==> config.mk <==
export PLATFORM = sky130hd
export DESIGN_NAME = csf_status
export DESIGN_NICKNAME = d
export VERILOG_FILES = /design/src/csf_pkg.sv /design/src/csf_event_flag.sv /design/src/csf_status.sv
export SDC_FILE = /design/constraint.sdc
export NUM_CORES = 1
export LEC_CHECK = 0
export BUFFER_PORTS_ARGS = -buffer_cell sky130_fd_sc_hd__buf_2
export CORE_ASPECT_RATIO = 0.6
export CORE_UTILIZATION = 40
export DETAILED_ROUTE_END_ITERATION = 12
export PLACE_DENSITY = 0.7
export SKIP_CTS_REPAIR_TIMING = 1
export SLEW_MARGIN = 20
export SYNTH_ARGS = -nofsm -noshare
export SYNTH_HDL_FRONTEND = slang
export SYNTH_HIERARCHICAL = 1
export SYNTH_SLANG_ARGS = --single-unit
==> constraint.sdc <==
create_clock -name clk -period 2.4 [get_ports clk]
set_input_delay 0.48 -clock clk [delete_from_list [all_inputs] [get_ports clk]]
set_output_delay 0.48 -clock clk [all_outputs]
set_load 0.1 [all_outputs]
==> src/csf_pkg.sv <==
/*
  Constants and carrier types for the calendar status flags block.
  Assumes a single 125 MHz clock domain with a synchronous active-high reset.
*/
package csf_pkg;

  localparam logic [7:0]  STATUS_OFFSET    = 8'h0C;
  localparam logic [31:0] STATUS_RESET     = 32'h0000_0007;
  localparam logic [31:0] STATUS_WMASK     = 32'h0000_7FA0;

  localparam int BIT_RECAL       = 16;
  localparam int BIT_TAMPER_TWO  = 14;
  localparam int BIT_TAMPER_ONE  = 13;
  localparam int BIT_TS_OVF      = 12;
  localparam int BIT_TS          = 11;
  localparam int BIT_WAKEUP      = 10;
  localparam int BIT_ALARM_B     = 9;
  localparam int BIT_ALARM_A     = 8;
  localparam int BIT_INIT_REQ    = 7;
  localparam int BIT_INIT_ACK    = 6;
  localparam int BIT_SHADOW_SYNC = 5;
  localparam int BIT_CAL_INIT    = 4;
  localparam int BIT_SHIFT_PEND  = 3;
  localparam int BIT_WAKEUP_WP   = 2;
  localparam int BIT_ALARM_B_WP  = 1;
  localparam int BIT_ALARM_A_WP  = 0;

  // Shadow refresh period in kernel cycles, and init entry delay
  localparam logic [1:0] SHADOW_PERIOD  = 2'h2;
  localparam logic [1:0] INIT_ENTRY_CYC = 2'h2;

  typedef enum logic [1:0] {
    CSF_RUN      = 2'b00,
    CSF_ENTERING = 2'b01,
    CSF_INIT     = 2'b10
  } csf_mode_t;

  // Hardware events into the status register, one-cycle pulses
  typedef struct packed {
    logic calib_write;
    logic calib_done;
    logic tamper_two;
    logic tamper_one;
    logic timestamp;
    logic wakeup_zero;
    logic alarm_b_match;
    logic alarm_a_match;
    logic shift_write;
    logic shift_done;
  } csf_events_t;

  // Level conditions from the rest of the clock
  typedef struct packed {
    logic shadow_bypass;
    logic year_nonzero;
    logic wakeup_enable;
    logic alarm_b_enable;
    logic alarm_a_enable;
  } csf_levels_t;

endpackage : csf_pkg

==> src/csf_event_flag.sv <==
/*
  One sticky status flag: set by a hardware pulse, cleared by a write of zero.
  Assumes the register port decodes the address and passes the written bit.
*/
`timescale 1ns/10ps
`default_nettype none
module csf_event_flag (
  // Clock and reset
  input  wire logic clk,
  input  wire logic srst,
  input  wire logic ce,
  // Set and clear
  input  wire logic set,
  input  wire logic wr_en,
  input  wire logic wr_bit,
  // Flag
  output logic      flag
);

  typedef struct packed {
    logic flag;
  } csf_flag_state_t;

  csf_flag_state_t st;
  csf_flag_state_t next_st;

  always_comb begin
    next_st = st;
    // Writing one keeps the flag; a set in the clear cycle wins
    if (wr_en && !wr_bit) begin
      next_st.flag = 1'b0;
    end
    if (set) begin
      next_st.flag = 1'b1;
    end
  end

  always_ff @(posedge clk) begin
    if (srst) begin
      st <= '0;
    end else if (ce) begin
      st <= next_st;
    end
  end

  assign flag = st.flag;
endmodule : csf_event_flag
`default_nettype wire

==> src/csf_status.sv <==
/*
  Status and initialization-control register of the calendar clock.
  Assumes event pulses and levels arrive from logic on the same clock;
  the register port is a one-cycle strobe port with read data a cycle later.
*/
`timescale 1ns/10ps
`default_nettype none
module csf_status (
  // Clock, reset, enable
  input  wire logic                clk,
  input  wire logic                srst,
  input  wire logic                ce,
  // Register port
  input  wire logic [7:0]          addr,
  input  wire logic [31:0]         wdata,
  input  wire logic                wr,
  input  wire logic                rd,
  output logic      [31:0]         rdata,
  // Calendar core
  input  wire csf_pkg::csf_events_t ev,
  input  wire csf_pkg::csf_levels_t lv,
  output logic                     init_mode,
  output logic                     shadow_load
);

  typedef struct packed {
    csf_pkg::csf_mode_t mode;
    logic [1:0]         mode_cnt;
    logic [1:0]         shadow_cnt;
    logic               recal;
    logic               init_req;
    logic               shadow_sync;
    logic               cal_init;
    logic               shift_pend;
    logic               wakeup_wp;
    logic               alarm_b_wp;
    logic               alarm_a_wp;
    logic               shadow_load;
    logic               init_mode;
    logic [31:0]        rdata;
  } csf_state_t;

  csf_state_t st;
  csf_state_t next_st;

  logic       hit_wr;
  logic [5:0] fset;
  logic [5:0] fbit;
  logic [5:0] fwdata;
  logic [31:0] status;

  assign hit_wr = wr && (addr == csf_pkg::STATUS_OFFSET);

  // Sticky event flags: tamper two, tamper one, overflow, timestamp, wakeup, alarm B, alarm A
  assign fset[5] = ev.tamper_two;
  assign fset[4] = ev.tamper_one;
  assign fset[3] = ev.timestamp;
  assign fset[2] = ev.wakeup_zero;
  assign fset[1] = ev.alarm_b_match;
  assign fset[0] = ev.alarm_a_match;

  assign fwdata = {wdata[csf_pkg::BIT_TAMPER_TWO], wdata[csf_pkg::BIT_TAMPER_ONE],
                   wdata[csf_pkg::BIT_TS], wdata[csf_pkg::BIT_WAKEUP],
                   wdata[csf_pkg::BIT_ALARM_B], wdata[csf_pkg::BIT_ALARM_A]};

  genvar gi;
  generate
    for (gi = 0; gi < 6; gi++) begin : g_flag
      csf_event_flag u_flag (
        .clk    (clk),
        .srst   (srst),
        .ce     (ce),
        .set    (fset[gi]),
        .wr_en  (hit_wr),
        .wr_bit (fwdata[gi]),
        .flag   (fbit[gi])
      );
    end
  endgenerate

  logic ts_ovf;
  // Overflow only when a timestamp event hits the timestamp flag while it is already set
  csf_event_flag u_overflow (
    .clk    (clk),
    .srst   (srst),
    .ce     (ce),
    .set    (ev.timestamp && fbit[3]),
    .wr_en  (hit_wr),
    .wr_bit (wdata[csf_pkg::BIT_TS_OVF]),
    .flag   (ts_ovf)
  );

  always_comb begin
    status = '0;
    status[csf_pkg::BIT_RECAL]       = st.recal;
    status[csf_pkg::BIT_TAMPER_TWO]  = fbit[5];
    status[csf_pkg::BIT_TAMPER_ONE]  = fbit[4];
    status[csf_pkg::BIT_TS_OVF]      = ts_ovf;
    status[csf_pkg::BIT_TS]          = fbit[3];
    status[csf_pkg::BIT_WAKEUP]      = fbit[2];
    status[csf_pkg::BIT_ALARM_B]     = fbit[1];
    status[csf_pkg::BIT_ALARM_A]     = fbit[0];
    status[csf_pkg::BIT_INIT_REQ]    = st.init_req;
    status[csf_pkg::BIT_INIT_ACK]    = (st.mode == csf_pkg::CSF_INIT);
    status[csf_pkg::BIT_SHADOW_SYNC] = st.shadow_sync;
    status[csf_pkg::BIT_CAL_INIT]    = st.cal_init;
    status[csf_pkg::BIT_SHIFT_PEND]  = st.shift_pend;
    status[csf_pkg::BIT_WAKEUP_WP]   = st.wakeup_wp;
    status[csf_pkg::BIT_ALARM_B_WP]  = st.alarm_b_wp;
    status[csf_pkg::BIT_ALARM_A_WP]  = st.alarm_a_wp;
  end

  always_comb begin
    next_st = st;
    next_st.shadow_load = 1'b0;

    // Read data valid only in the cycle after the strobe
    if (rd && (addr == csf_pkg::STATUS_OFFSET)) begin
      next_st.rdata = status;
    end else begin
      next_st.rdata = '0;
    end

    // Calibration register blocked until the new setting is taken
    if (ev.calib_done) begin
      next_st.recal = 1'b0;
    end
    if (ev.calib_write) begin
      next_st.recal = 1'b1;
    end

    // Software writes to this bit are ignored
    if (ev.shift_done) begin
      next_st.shift_pend = 1'b0;
    end
    if (ev.shift_write) begin
      next_st.shift_pend = 1'b1;
    end

    if (hit_wr) begin
      next_st.init_req = wdata[csf_pkg::BIT_INIT_REQ];
    end

    case (st.mode)
      csf_pkg::CSF_RUN: begin
        next_st.mode_cnt = '0;
        if (next_st.init_req) begin
          next_st.mode = csf_pkg::CSF_ENTERING;
        end
      end
      csf_pkg::CSF_ENTERING: begin
        // Wait for the counters to stop before granting updates
        if (!next_st.init_req) begin
          next_st.mode = csf_pkg::CSF_RUN;
        end else if (st.mode_cnt == csf_pkg::INIT_ENTRY_CYC - 2'h1) begin
          next_st.mode = csf_pkg::CSF_INIT;
        end else begin
          next_st.mode_cnt = st.mode_cnt + 2'h1;
        end
      end
      csf_pkg::CSF_INIT: begin
        // Leave in the write cycle so the acknowledge drops at once
        if (!next_st.init_req) begin
          next_st.mode = csf_pkg::CSF_RUN;
        end
      end
      default: begin
        next_st.mode = csf_pkg::CSF_RUN;
      end
    endcase
    next_st.init_mode = (next_st.mode != csf_pkg::CSF_RUN);

    // Shadow refresh; counters are read directly under bypass
    if (lv.shadow_bypass || st.mode != csf_pkg::CSF_RUN || st.shift_pend) begin
      next_st.shadow_cnt = '0;
    end else if (st.shadow_cnt == csf_pkg::SHADOW_PERIOD - 2'h1) begin
      next_st.shadow_cnt  = '0;
      next_st.shadow_load = 1'b1;
    end else begin
      next_st.shadow_cnt = st.shadow_cnt + 2'h1;
    end

    if (hit_wr && !wdata[csf_pkg::BIT_SHADOW_SYNC]) begin
      next_st.shadow_sync = 1'b0;
    end
    if (st.shadow_load) begin
      next_st.shadow_sync = 1'b1;
    end
    if (lv.shadow_bypass || st.mode != csf_pkg::CSF_RUN || st.shift_pend) begin
      next_st.shadow_sync = 1'b0;
    end

    next_st.cal_init   = lv.year_nonzero;
    next_st.wakeup_wp  = !lv.wakeup_enable;
    next_st.alarm_b_wp = !lv.alarm_b_enable;
    next_st.alarm_a_wp = !lv.alarm_a_enable;
  end

  always_ff @(posedge clk) begin
    if (srst) begin
      st            <= '0;
      st.mode       <= csf_pkg::CSF_RUN;
      st.wakeup_wp  <= csf_pkg::STATUS_RESET[csf_pkg::BIT_WAKEUP_WP];
      st.alarm_b_wp <= csf_pkg::STATUS_RESET[csf_pkg::BIT_ALARM_B_WP];
      st.alarm_a_wp <= csf_pkg::STATUS_RESET[csf_pkg::BIT_ALARM_A_WP];
    end else if (ce) begin
      st <= next_st;
    end
  end

  assign rdata       = st.rdata;
  assign init_mode   = st.init_mode;
  assign shadow_load = st.shadow_load;
endmodule : csf_status
`default_nettype wire

* Word-level counts from Yosys, hierarchy flattened *
Index checks and enable logic that the tools add are counted.

storage, ports and cells
  bits in registers = 55

operators by class
  eq/ne operators = 7
  multiplexer cells = 35
  reduce and logical (&&, ||, !) cells = 49
  $add $sub $neg = 2

operators with widths
  operator                                       count
  2-to-1 mux 1 bit                               24
  nonzero test 2 bit                             12
  AND reduction 2 bit                            10
  2-to-1 mux 17 bit                              1
  2-to-1 mux 2 bit                               8
  logical AND 1 bit                              11
  zero test 1 bit                                11
  == test 8 x 4 -> 1 bit, second input constant  1
  == test 2 x 1 -> 1 bit, second input constant  3
  case mux 2 bit (3 select lines)                1
  adder 2 x 1 -> 2 bit, second input constant    2
  != test 2 bit, second input constant           2
  case mux 2 bit (2 select lines)                1
  AND reduction 4 bit                            1
  nonzero test 3 bit                             1
  == test 2 bit, second input constant           1
  zero test 2 bit                                1
  logical OR 1 bit                               2

* Depth between registers and ports, before layout *
  depth after elaboration = 6
  depth in mapped cells = 6
  gate-level depth less buffers = 6

* Hierarchy *
The synthesis kept the hierarchy.

by module, submodules not included
  module          area an instance (um2)  cells an instance  instances
  csf_status      1,630.3                 185                1
  csf_event_flag  51.3                    5                  7

* Worst setup path after synthesis *
No wires, ideal clock.

  kind = input to register
  from = in addr[1]
  to = reg st[44] (netlist name)
  slack = 0.675 ns
  data required time = 2.279 ns
  buffers on the path = 0
  arrival time = 1.605 ns
  stages on the path = 4
  path through = nor4bb_4 a2111oi_0 a211oi_2 mux2_2

on the way
  word-level cells in the longest chain between the ends = 5

RTL lines
  item                           line               source
  start: declaration             csf_status.sv:14   input wire logic [7:0] addr,
  == test 8 x 4 -> 1 bit         csf_status.sv:52   assign hit_wr = wr && (addr == csf_pkg::STATUS_OFFSET);
  logical AND 1 bit              csf_status.sv:52
  2-to-1 mux 1 bit               csf_status.sv:140  if (hit_wr) begin
  != test 2 bit (no line)        -
  AND reduction 4 bit (no line)  -
  end signal: assignment         csf_status.sv:207  st <= next_st;
  end: declaration               csf_status.sv:43   csf_state_t st;

No other way between the ends.
A chain may end at the register's enable or synchronous reset.

* Worst setup path after layout *
  from = in addr[1]
  to = reg st[47] (netlist name)

on the way
  word-level cells in the longest chain between the ends = 5

RTL lines
  item                                 line                                                     source
  == test 8 x 4 -> 1 bit *             csf_status.sv:52
  logical AND 1 bit *                  csf_status.sv:52
  2-to-1 mux 1 bit *                   csf_status.sv:140
  2-to-1 mux 2 bit (on tied branches)  csf_status.sv:163, csf_status.sv:147, csf_status.sv:153
  case mux 2 bit (3 select lines) *    csf_status.sv:144                                        case (st.mode)

Every way passes the cells marked *; elsewhere a longest branch is shown, timed or not.

==> impl_metrics.py <==
metrics = {
    "placement": {
        "routabilityCongestion": 0.840,
        "dp_cells": 311,
        "port_buffers": 54,
        "dp_hpwl_um": 2860,
        "dpl_cell_area_um2": 2110,
    },
    "global_routing": {
        "grt_pass1_vias": 1376,
        "grt_max_degree": 39,
        "grt_antenna_before_repair": 0,
        "grt_pass1_wl_um": 6510,
        "grt_util_all_layers_pct": 16.3,
        "grt_overflow": 0,
    },
    "yosys": {
        "synth_area_leader_cell": "dfxtp_1",
        "synth_edf_count": 0,
        "ys.flop_type": "dfxtp_1",
        "synth.top_cell.area_share_pct": 39.2,
        "ys_seq_area_share_pct": 39.2,
        "ys_ff_latch": 39,
        "syn_inst": 220,
        "synth_area_per_cell_um2": 9.04,
        "yosys.cell_types.count": 43,
        "ys_top_cells_by_area": "dfxtp_1 (39%), buf_4 (12%), a22oi_1 (6.4%)",
        "synth-warning-count": 6,
        "async_flop_share_pct": 0,
        "syn_area_um2": 1990,
    },
    "detailed_routing": {
        "dr.pass1.iters": 5,
        "drtIter0Drc": 67,
        "drt_wl_total_um": 3970,
        "via_count": 1546,
        "ant_nets": 0,
        "post_drt_wl_per_cell_um": 12.5,
        "drt-vias-per-instance": 4.85,
        "drc_errors": 0,
    },
    "setup_path": {
        "endpoint_kind": "flop",
        "cp_max_fo": 11,
        "start_kind": "primary input",
        "critPathKind": "in -> reg",
        "ff2ff_path_depth": 6,
        "cp.required_ns": 2.60,
        "rr_startpoint": "st[45]$_SDFFE_PP0P_",
        "crit_arrival_ns": 1.96,
        "r2r_end": "st[45]$_SDFFE_PP0P_",
        "r2r_slack_ns": 0.69,
    },
    "clocking": {
        "cts.sinks": 39,
        "clkTransAtPathRegs_ns": 0.07,
        "cts_root_buf": "clkbuf_8",
        "cts_made_buffers": 5,
        "cts_max_path_buffers": 2,
        "htree_levels": 2,
        "clkLatencyLatePin_ns": 0.29,
        "cts_tree": "done",
    },
    "layout": {
        "layout_commonest_cell": "buf_2",
        "final_cell_mix": "buf_2 (54), dfxtp_1 (39), nor2_1 (22), nand2_1 (20), a22oi_1 (17)",
        "post-route-cell-area_um2": 2200,
        "nNetsFinal": 316,
        "drive_above_1_share_pct": 30.9,
        "area_delta_synth_final_pct": 10.4,
        "instances_no_fill": 319,
        "diodes": 0,
    },
    "timing": {
        "slew_headroom_pct": 53.0,
        "slew_violations": 0,
        "fin_skew_ns": 0.000855,
        "fmaxAchievable_mhz": 569,
        "setup_violations": 0,
        "hold_violations": 0,
        "holdWs_ns": 0.440,
        "finalCritPeriodShare_pct": 73.2,
        "tns_ns": 0,
        "rsz0062_at_grt": "no",
        "min_period_ns": 1.76,
        "tightest_slew_ns": 0.706,
    },
    "die": {
        "initial_core_util_pct": 42.5,
        "io_pins": 94,
        "die_area_um2": 5270,
        "die_w_um": 93.0,
        "die_height_um": 56.6,
        "core-area_um2": 4680,
        "rows": 19,
    },
    "flow_run": {
        "max_cap_violations": 0,
    },
    "hold_path": {
        "hp-class": "in -> reg",
        "worstHoldStart": "lv[3]",
        "whs_path_depth": 3,
        "hold-path-endpoint": "st[38]$_SDFFE_PP0P_",
    },
    "run_status": {
        "status": "finished clean",
    },
    "power": {
        "power.total_mw": 1.32,
        "p_per_area_nw_per_um2": 600,
        "peakVddDrop_mv": 0.258,
        "p_leak_nw": 0.978,
    },
}
-- power by group --
group	switching, mW	leakage (nW)	total [mW]	internal [mW]
logic	0.171	0.620	0.222	0.0508
clock network	0.221	0.0412	0.424	0.203
registers	0.00880	0.317	0.672	0.663
total	0.402	0.978	1.32	0.917
-- cell usage after synthesis, types with 2 or more instances --
master	number
a21oi_1	4
a22oi_1	17
a31oi_1	2
a41oi_1	2
and2_1	2
and3_1	2
and3b_1	7
buf_1	2
buf_4	32
buf_6	2
clkbuf_1	6
dfxtp_1	39
inv_1	6
mux2_2	2
mux2i_1	2
nand2_1	20
nand2b_1	9
nand3_1	2
nand4_1	2
nand4b_1	2
nor2_1	22
nor2b_1	2
nor3_1	4
o21ai_0	5
o22ai_2	7
-- flip-flops by register name, indices dropped and copies added (netlist names) --
signal and flops:
rdata 16, st 14, init_mode 1, u_overflow/flag 1, shadow_load 1, g_flag.u_flag/flag 6
-- kinds of logic (layout without fill, tap and decap cells) --
| group | count (synthesis) | after routing | share of synthesized area, % |
|---|---|---|---|
| buf+inv | 49 | 70 | 16.1 |
| flops | 39 | 39 | 39.2 |
| other cells | 1 | 16 | 0.188 |
| simple gates | 82 | 82 | 23.8 |
| fa+ha+maj | 1 | 1 | 0.629 |
| compound gates | 44 | 44 | 17.9 |
| mux | 4 | 4 | 2.14 |
-- layout make-up --
| type | instances | area [µm²] |
|---|---|---|
| multi-input combinational | 147 | 945 |
| clock inverter | 2 | 12.5 |
| clock buffer | 6 | 72.6 |
| tap | 63 | 78.8 |
| inverter | 6 | 22.5 |
| timing repair buffer | 56 | 285 |
| sequential | 39 | 781 |
| fill | 479 | 2490 |
-- worst max path at each step --
stage / slack (ns) / cells after the start / to / from
floorplan: 0.67 / 4 / st[44]$_SDFFE_PP0P_ / addr[1]
global placement: 0.37 / 5 / st[47]$_SDFFE_PP0P_ / addr[1]
detailed placement: 0.35 / 5 / st[47]$_SDFFE_PP0P_ / addr[1]
CTS: 0.66 / 5 / st[47]$_SDFFE_PP0P_ / addr[1]
global route: 0.47 / 5 / st[46]$_SDFFE_PP0P_ / addr[1]
finish: 0.64 / 5 / st[47]$_SDFFE_PP0P_ / addr[1]
-- metal layers --
metal / track usage (%) / routed length (µm)
met3: 4.88 / 236
met1: 21.9 / 2030
met5: 0 / 0
met2: 24.8 / 1650
met4: 6.15 / 53
-- critical path, stage by stage --
cell,delay [ns]
buf_2,0.11
nor4bb_4,0.46
and3_1,0.47
mux2i_1,0.16
o32ai_1,0.27
-- per-stage QoR --
stage | setup WS (ns) | util (%)
6_report | 0.644 | 46.9
5_1_grt | 0.471 | 46.9
4_1_cts | 0.655 | 46.9
3_5_place_dp | 0.348 | 45.1
3_3_place_gp | 0.373 | 45.1
2_1_floorplan | 0.675 | -
(Power assumes the default switching activity.)
